## src/shared/clc_defines.svh

```systemverilog
// Purpose: offsets, field positions, masks and reset values of the logic cell
// Assumes: byte addresses on a 32-bit bus, one aligned word per register
// Notes:   each register except status has clear, set and invert aliases at +4, +8 and +C
`ifndef CLC_DEFINES_SVH
`define CLC_DEFINES_SVH
`define CLC_CTRL_OFS     4'h0
`define CLC_SEL_OFS      4'h1
`define CLC_GATE_OFS     4'h2
`define CLC_STAT_OFS     4'h3
`define CLC_MASK_OFS     4'h4
`define CLC_OP_WRITE     2'h0
`define CLC_OP_CLR       2'h1
`define CLC_OP_SET       2'h2
`define CLC_OP_INV       2'h3
`define CLC_RESET_VAL    32'h0000_0000
`define CLC_CTRL_RMASK   32'h000F_8CE7
`define CLC_CTRL_WMASK   32'h000F_8CA7
`define CLC_SEL_MASK     32'h0000_7777
`define CLC_GATE_MASK    32'hFFFF_FFFF
`define CLC_STAT_MASK    32'h0000_0003
`define CLC_MODE_LSB     0
`define CLC_INV_BIT      5
`define CLC_STATE_BIT    6
`define CLC_PINOE_BIT    7
`define CLC_FALL_BIT     10
`define CLC_RISE_BIT     11
`define CLC_EN_BIT       15
`define CLC_GINV_LSB     16
`define CLC_SEL_STRIDE   4
`define CLC_GATE_STRIDE  8
`define CLC_STAT_RISE    0
`define CLC_STAT_FALL    1
`define CLC_HTRANS_NSEQ  2'h2
`define CLC_HSIZE_WORD   3'h2
`endif

```

## src/shared/clc_pkg.sv

```systemverilog
// Purpose: types shared by the logic cell modules
// Assumes: constants come from clc_defines.svh
// Notes:   state of each module is one packed struct
package clc_pkg;
  typedef enum logic [2:0] {
    MODE_AND_OR = 3'h0, MODE_OR_XOR = 3'h1, MODE_AND4  = 3'h2, MODE_SR    = 3'h3,
    MODE_DFF_SR = 3'h4, MODE_DFF2_R = 3'h5, MODE_JK_R  = 3'h6, MODE_LATCH = 3'h7
  } func_mode_t;

  typedef struct packed {
    logic q;
    logic clk_prev;
  } fn_state_t;

  typedef struct packed {
    logic [31:0] ctrl, sel, gate, stat, mask;
    logic [31:0] pool_s1, pool_s2;
    logic        ph_wr;
    logic [7:0]  ph_addr;
    logic [31:0] rdata;
    logic        ready;
    logic        cell_out, cell_prev, pin_out, pin_oe, irq;
  } clc_state_t;
endpackage : clc_pkg

```

## src/shared/cell_if.sv

```systemverilog
// Purpose: gate outputs and function controls between cell modules
// Assumes: single clock domain
// Notes:   gate bits already carry their polarity
`timescale 1ns/100ps
interface cell_if;
  logic [3:0] gate;
  logic [2:0] mode;
  logic       enable;
  logic       result;
  modport ctl (output gate, output mode, output enable, input result);
  modport fn  (input gate, input mode, input enable, output result);
endinterface : cell_if

```

## src/verilog/configurable_logic_cell.sv

```systemverilog
// Purpose: configurable logic cell with AHB-Lite register slave
// Assumes: source pool arrives asynchronously and is synchronised here
// Notes:   zero-wait-state slave; every response is OKAY
`timescale 1ns/100ps
`include "clc_defines.svh"

// Notes on behaviour
// - four gates feed the function, drawing from a 32-signal pool via four muxes
// - each mux picks one of its eight candidates by its own select field
// - source select holds four independent select fields, one per mux
// - each mux offers its pick both true and inverted to the gates
// - each gate ORs the enabled true and inverted mux outputs, then applies its gate polarity bit
// - control holds enable, edge irq enables, pin enable, polarity, function
// - control also inverts individual gate outputs before the function
// - output drives pin and peripherals continuously without software help
// - writes at +4, +8, +C clear, set or invert the written ones; status clears them at every alias
// - unimplemented bits read zero and ignore writes
// - three-bit function field selects one of eight cell functions
// - with enable clear cell, pin and pin enable outputs are zero; irq still follows unmasked status
// - rising or falling output edge sets its status flag when its enable is set; irq also needs the mask bit
// - each gate polarity bit inverts its gate before the function
module configurable_logic_cell
  import clc_pkg::*;
(
  // clock and reset
  input  wire logic        ref_clk,
  input  wire logic        arst_n,
  // AHB-Lite slave
  input  wire logic        hsel,
  input  wire logic [31:0] haddr,
  input  wire logic [1:0]  htrans,
  input  wire logic        hwrite,
  input  wire logic [2:0]  hsize,
  input  wire logic        hready,
  input  wire logic [31:0] hwdata,
  output logic [31:0]      hrdata,
  output logic             hreadyout,
  output logic             hresp,
  // source pool, eight candidates per mux
  input  wire logic [31:0] source_pool,
  // cell outputs
  output logic             cell_out,
  output logic             pin_out,
  output logic             pin_oe,
  output logic             irq
);
  import clc_pkg::*;

  clc_state_t q, n;
  logic [3:0] mux_val;
  logic [3:0] gate_pol;
  logic       ctl_en, rise_ev, fall_ev, addr_take;
  logic [3:0] wr_reg;
  logic [1:0] wr_op;
  logic [31:0] wv;

  cell_if cif ();

  ////////////////////////////////////////////////////////////////////////////
  // register access helpers

  function automatic logic [31:0] apply_op(input logic [31:0] cur,
                                           input logic [31:0] val,
                                           input logic [31:0] wmask,
                                           input logic [1:0]  op);
    logic [31:0] v;
    v = val & wmask;
    case (op)
      `CLC_OP_CLR: apply_op = cur & ~v;
      `CLC_OP_SET: apply_op = cur | v;
      `CLC_OP_INV: apply_op = cur ^ v;
      default:     apply_op = (cur & ~wmask) | v;
    endcase
  endfunction : apply_op

  function automatic logic [31:0] reg_read(input clc_state_t s, input logic [7:0] a);
    logic [31:0] r;
    r = '0;
    case (a[7:4])
      `CLC_CTRL_OFS:
      begin
        r = s.ctrl & `CLC_CTRL_RMASK;
        r[`CLC_STATE_BIT] = s.cell_out;
      end
      `CLC_SEL_OFS:  r = s.sel & `CLC_SEL_MASK;
      `CLC_GATE_OFS: r = s.gate & `CLC_GATE_MASK;
      `CLC_STAT_OFS: r = s.stat & `CLC_STAT_MASK;
      `CLC_MASK_OFS: r = s.mask & `CLC_STAT_MASK;
      default:       r = '0;
    endcase
    reg_read = r;
  endfunction : reg_read

  ////////////////////////////////////////////////////////////////////////////
  // source muxes and gates

  // source mux pick
  // pool split in four groups
  always_comb
  begin
    for (int i = 0; i < 4; i++)
      mux_val[i] = q.pool_s2[8*i + int'(q.sel[`CLC_SEL_STRIDE*i +: 3])];
  end

  genvar gi;
  generate
    for (gi = 0; gi < 4; gi++)
    begin : g_gate
      source_gate u_gate (
        .src_val     (mux_val),
        .term_en     (q.gate[`CLC_GATE_STRIDE*gi +: 8]),
        .gate_invert (q.ctrl[`CLC_GINV_LSB + gi]),
        .gate_out    (gate_pol[gi])
      );
    end
  endgenerate

  assign ctl_en     = q.ctrl[`CLC_EN_BIT];
  assign cif.gate   = gate_pol;
  assign cif.mode   = q.ctrl[`CLC_MODE_LSB +: 3];
  assign cif.enable = ctl_en;

  logic_function u_func (
    .ref_clk (ref_clk),
    .arst_n  (arst_n),
    .cif     (cif)
  );

  ////////////////////////////////////////////////////////////////////////////
  // next state

  assign addr_take = hsel & htrans[1] & hready;
  assign wr_reg    = q.ph_addr[7:4];
  assign wr_op     = q.ph_addr[3:2];
  assign wv        = hwdata;

  always_comb
  begin
    n = q;
    // two flops before any logic reads the pool
    n.pool_s1 = source_pool;
    n.pool_s2 = q.pool_s1;
    n.ready   = 1'b1;
    n.ph_wr   = 1'b0;

    // data phase of a write
    // write, clear, set and invert aliases
    // write masks keep unimplemented bits zero
    if (q.ph_wr)
    begin
      case (wr_reg)
        // gate polarity bits live here too
        `CLC_CTRL_OFS: n.ctrl = apply_op(q.ctrl, wv, `CLC_CTRL_WMASK, wr_op);
        `CLC_SEL_OFS:  n.sel  = apply_op(q.sel, wv, `CLC_SEL_MASK, wr_op);
        `CLC_GATE_OFS: n.gate = apply_op(q.gate, wv, `CLC_GATE_MASK, wr_op);
        `CLC_MASK_OFS: n.mask = apply_op(q.mask, wv, `CLC_STAT_MASK, wr_op);
        // status clears on any written one, whatever the alias
        `CLC_STAT_OFS: n.stat = q.stat & ~(wv & `CLC_STAT_MASK);
        default:       n.stat = n.stat;
      endcase
    end

    n.cell_out  = ctl_en & (cif.result ^ q.ctrl[`CLC_INV_BIT]);
    n.cell_prev = q.cell_out;

    rise_ev = q.cell_out & ~q.cell_prev & q.ctrl[`CLC_RISE_BIT];
    fall_ev = ~q.cell_out & q.cell_prev & q.ctrl[`CLC_FALL_BIT];
    // set after clear so an event in the clearing cycle survives
    if (rise_ev)
      n.stat[`CLC_STAT_RISE] = 1'b1;
    if (fall_ev)
      n.stat[`CLC_STAT_FALL] = 1'b1;

    n.pin_out = n.cell_out & n.ctrl[`CLC_PINOE_BIT];
    n.pin_oe  = n.ctrl[`CLC_EN_BIT] & n.ctrl[`CLC_PINOE_BIT];
    n.irq     = |(n.stat & n.mask & `CLC_STAT_MASK);

    // address phase; read data sees this cycle's write already applied
    if (addr_take)
    begin
      n.ph_wr   = hwrite;
      n.ph_addr = haddr[7:0];
      if (!hwrite)
        n.rdata = reg_read(n, haddr[7:0]);
    end
  end

  ////////////////////////////////////////////////////////////////////////////
  // state register

  always_ff @(posedge ref_clk or negedge arst_n)
  begin
    if (!arst_n)
      q <= '0;
    else
      q <= n;
  end

  assign hrdata    = q.rdata;
  assign hreadyout = q.ready;
  assign hresp     = 1'b0;
  assign cell_out  = q.cell_out;
  assign pin_out   = q.pin_out;
  assign pin_oe    = q.pin_oe;
  assign irq       = q.irq;
endmodule : configurable_logic_cell

```

## src/verilog/logic_function.sv

```systemverilog
// Purpose: selectable cell function over four gate signals
// Assumes: flip-flop modes clock on a rising gate 1 seen at ref_clk
// Notes:   latches and flip-flops are emulated synchronously; resets dominate sets
`timescale 1ns/100ps
module logic_function
  import clc_pkg::*;
(
  // clock and reset
  input  wire logic ref_clk,
  input  wire logic arst_n,
  // gates in, result out
  cell_if.fn        cif
);
  fn_state_t q, n;
  logic [3:0] g;
  logic       edge1;

  always_comb
  begin
    g     = cif.gate;
    n     = q;
    edge1 = g[0] & ~q.clk_prev;
    n.clk_prev = g[0];
    case (func_mode_t'(cif.mode))
      MODE_SR:     if (g[2] | g[3]) n.q = 1'b0; else if (g[0] | g[1]) n.q = 1'b1;
      MODE_DFF_SR: if (g[2]) n.q = 1'b0; else if (g[3]) n.q = 1'b1; else if (edge1) n.q = g[1];
      MODE_DFF2_R: if (g[2]) n.q = 1'b0; else if (edge1) n.q = g[1] & g[3];
      MODE_JK_R:
        if (g[2]) n.q = 1'b0;
        else if (edge1) n.q = (g[1] & ~q.q) | (~g[3] & q.q);
      MODE_LATCH:  if (g[2]) n.q = 1'b0; else if (g[3]) n.q = 1'b1; else if (g[0]) n.q = g[1];
      default:     n.q = 1'b0;
    endcase
    if (!cif.enable)
      n = '0;
    case (func_mode_t'(cif.mode))
      MODE_AND_OR: cif.result = (g[0] & g[1]) | (g[2] & g[3]);
      MODE_OR_XOR: cif.result = (g[0] | g[1]) ^ (g[2] | g[3]);
      MODE_AND4:   cif.result = &g;
      default:     cif.result = n.q;
    endcase
  end

  always_ff @(posedge ref_clk or negedge arst_n)
  begin
    if (!arst_n)
      q <= '0;
    else
      q <= n;
  end
endmodule : logic_function

```

## src/verilog/source_gate.sv

```systemverilog
// Purpose: one input gate: OR of enabled true/inverted source terms
// Assumes: term byte holds (inverted, true) pairs for sources 1..4
// Notes:   purely combinational
`timescale 1ns/100ps
module source_gate (
  // sources and configuration
  input  wire logic [3:0] src_val,
  input  wire logic [7:0] term_en,
  input  wire logic       gate_invert,
  // result
  output logic            gate_out
);
  logic [7:0] terms;

  always_comb
  begin
    for (int k = 0; k < 4; k++)
    begin
      terms[2*k]   = ~src_val[k];
      terms[2*k+1] = src_val[k];
    end
    gate_out = (|(terms & term_en)) ^ gate_invert;
  end
endmodule : source_gate
```

## config.mk

```make
export PLATFORM = sky130hd
export DESIGN_NAME = configurable_logic_cell
export DESIGN_NICKNAME = d
export VERILOG_FILES = /design/src/shared/clc_pkg.sv /design/src/shared/cell_if.sv /design/src/verilog/configurable_logic_cell.sv /design/src/verilog/logic_function.sv /design/src/verilog/source_gate.sv
export VERILOG_INCLUDE_DIRS = /design/src /design/src/shared
export SDC_FILE = /design/constraint.sdc
export NUM_CORES = 1
export LEC_CHECK = 0
export BUFFER_PORTS_ARGS = -buffer_cell sky130_fd_sc_hd__buf_2
export CAP_MARGIN = 20
export CORE_MARGIN = 2
export CORE_UTILIZATION = 40
export CTS_CLUSTER_DIAMETER = 150
export CTS_CLUSTER_SIZE = 16
export DETAILED_ROUTE_END_ITERATION = 16
export PLACE_DENSITY_LB_ADDON = 0.15
export SYNTH_ARGS = -nofsm -noshare
export SYNTH_HDL_FRONTEND = slang
export SYNTH_SLANG_ARGS = --single-unit
export TNS_END_PERCENT = 5
```

## constraint.sdc

```tcl
create_clock -name ref_clk -period 6.7 [get_ports ref_clk]
set_input_delay 0.335 -clock ref_clk [delete_from_list [all_inputs] [get_ports ref_clk]]
set_output_delay 0.335 -clock ref_clk [all_outputs]
set_load 0.005 [all_outputs]
```

==> results.ini <==
[status]
run_status = finished clean

[worst_setup_path]
cp-end-kind = register
arrival_ns = 3.69
rr_startpoint = q[44]
cp_max_fo = 37
required_ns = 7.03
r2r-end = hrdata[1]
r2r_slack_ns = 3.34
crit_path_start_kind = register
r2r_cells = 8
critPathKind = reg2reg

[worst_hold_path]
holdCritPathClass = in2reg
hold_start = source_pool[0]
min_to = n[47]
min_path_cells = 1

[die]
row_count = 58
fp.dieArea_um2 = 26700
coreArea_um2 = 25000
io_pins = 144
die_h_um = 163
dieWidth_um = 163
initial_core_util = 0.406

[clock_network]
cts_root_buffer = clkbuf_16
clk_latency_ns = 0.44
htreeDepth = 4
numCtsBuffers = 17
cts_tree = done
cts.sinks = 171
clkTransAtPathRegs_ns = 0.07
cts_buffer_depth = 2

[final_layout]
final_util = 0.468
layout_common_cells = 169 x dfrtp_1, 142 x inv_1, 116 x ha_1, 111 x buf_2, 67 x nand2_1
final_nets = 1213
drive_gt1_frac = 0.248
area_delta_synth_final_pct = 15.4
design_area_um2 = 11700
final_common_cell = dfrtp_1
finalNonFillerCells = 1334
antenna-diode-count = 0

[logic_synthesis]
async_flop_share = 1.00
syn_area_um2 = 10200
synthesis.nets = 1112
synth_cells = 890
synth_edf_count = 0
yosys_warnings = 0
synth_cell_types = 57
ys_seq_elements = 171
avgSynthCellArea_um2 = 11.4
synth_seq_area_share = 0.421
synthFlopType = dfrtp_1

[detailed_routing]
wl_per_cell_um = 17.4
drt-met1-wl_um = 11200
drt-vias-per-instance = 4.98
firstDrtPassIters = 5
ant_nets = 0
wl_met2_um = 10800
remaining_drc_errors = 0
routed_wl_um = 23200
vias = 6637
top_layer = met5
wl_met3_um = 1010
drt_iter0_markers = 384

[sta]
hold_viol = 0
relSlewSlack = 0.412
period_share = 0.502
fmax_ghz = 0.297
fin_ws_ns = 3.34
holdWs_ns = 0.0150
setup-tns-final_ns = 0
rsz0062_at_grt = no
drv_slew = 0
finalSetupViolations = 0
max_slew.worst_pin.slew_ns = 0.882
fin_skew_ns = 0.0122
fin_crit_ns = 3.36

[place]
gp_congestion = 0.773
placedInstanceArea_um2 = 10800
pre_cts_slack_ns = 3.34
dp.cells = 1270
dp_hpwl_um = 15900
port_buffers = 112

[global_route]
grt_overflow = 0
grt_pass1_wl_um = 37600
grtUsageTotal = 0.186
grt_pass1_vias = 6746
antenna_found_initial = 2
grt_start_max_net_pins = 76

[power]
p_leak_nw = 5.70
ir_worst_vdd_mv = 0.171
p_total_mw = 3.61
p_per_area_nw_per_um2 = 308

[flow_run]
cap_violations = 0

[cell usage after synthesis (all sizes together), types with 6 or more instances]
library cell / number / share of area
xnor2: 6 / 0.0067
nand2b: 7 / 0.0043
clkbuf: 25 / 0.0092
a21oi: 18 / 0.0089
buf: 47 / 0.032
mux4: 61 / 0.14
nand2: 67 / 0.025
mux2i: 39 / 0.039
nand3: 31 / 0.015
o21ai: 45 / 0.022
mux2: 10 / 0.011
ha: 116 / 0.14
a32o: 13 / 0.013
nor2: 27 / 0.010
dfrtp: 171 / 0.42
inv: 149 / 0.055
[final cells by class]
| type | count | area (µm²) |
|---|---|---|
| clock buffer | 18 | 439 |
| clock inverter | 14 | 151 |
| fill | 2363 | 13300 |
| inverter | 154 | 619 |
| multi-input combinational | 493 | 4850 |
| sequential | 171 | 4280 |
| tap | 330 | 413 |
| timing repair buffer | 154 | 962 |
[worst max-delay path by stage]
stage,from,to,slack (ns),cells after the start
after global routing,q[219],pin_out,3.00,10
final,q[44],hrdata[1],3.34,8
after floorplan,q[215],pin_out,3.68,11
after CTS,q[44],hrdata[1],3.31,8
after detailed placement,q[44],hrdata[1],3.34,8
after global placement,q[44],hrdata[1],3.36,8
[kinds of logic after synthesis]
group,after synthesis,synth area share
flip-flops,171,0.421
AND/OR/NAND/NOR,157,0.0727
AO/OA/AOI/OAI,102,0.0677
adder cells (fa/ha/maj),116,0.143
other,2,0.000740
XOR/XNOR,6,0.00665
buffers and inverters,226,0.103
multiplexers,110,0.185
[flip-flops by register name, indices dropped and copies added (netlist names), 2 cells and up]
signal	count
q	96
u_func.q	2
cif.mode	3
n	32
hrdata	32
[report_power, final]
group          switching, mW  internal [mW]
clock                  0.467          0.538
combinational          0.597          0.590
sequential             0.198           1.22
[per-layer routing]
metal | GRT usage | vias to the layer above
li1 | - | 3200
met2 | 0.294 | 136
met1 | 0.267 | 3277
met5 | 0 | -
met3 | 0.0383 | 20
met4 | 0.0386 | 4
[critical path, cell delays in order, from the launching register on]
cell       delay (ns)
dfrtp_1          0.40
nor3b_1          0.53
nand2_1          0.18
nor2_4           0.63
buf_4            0.50
o21ai_0          0.19
mux4_2           0.50
o2bb2ai_1        0.15
a22o_1           0.18
[timing repair]
action | in CTS | in global routing
hold endpoints to repair | 104 | 0
resized for setup | 0 | 0
hold buffers | 32 | 0
buffers inserted | 0 | 0
No activity file was read; power rests on OpenSTA's default activity.
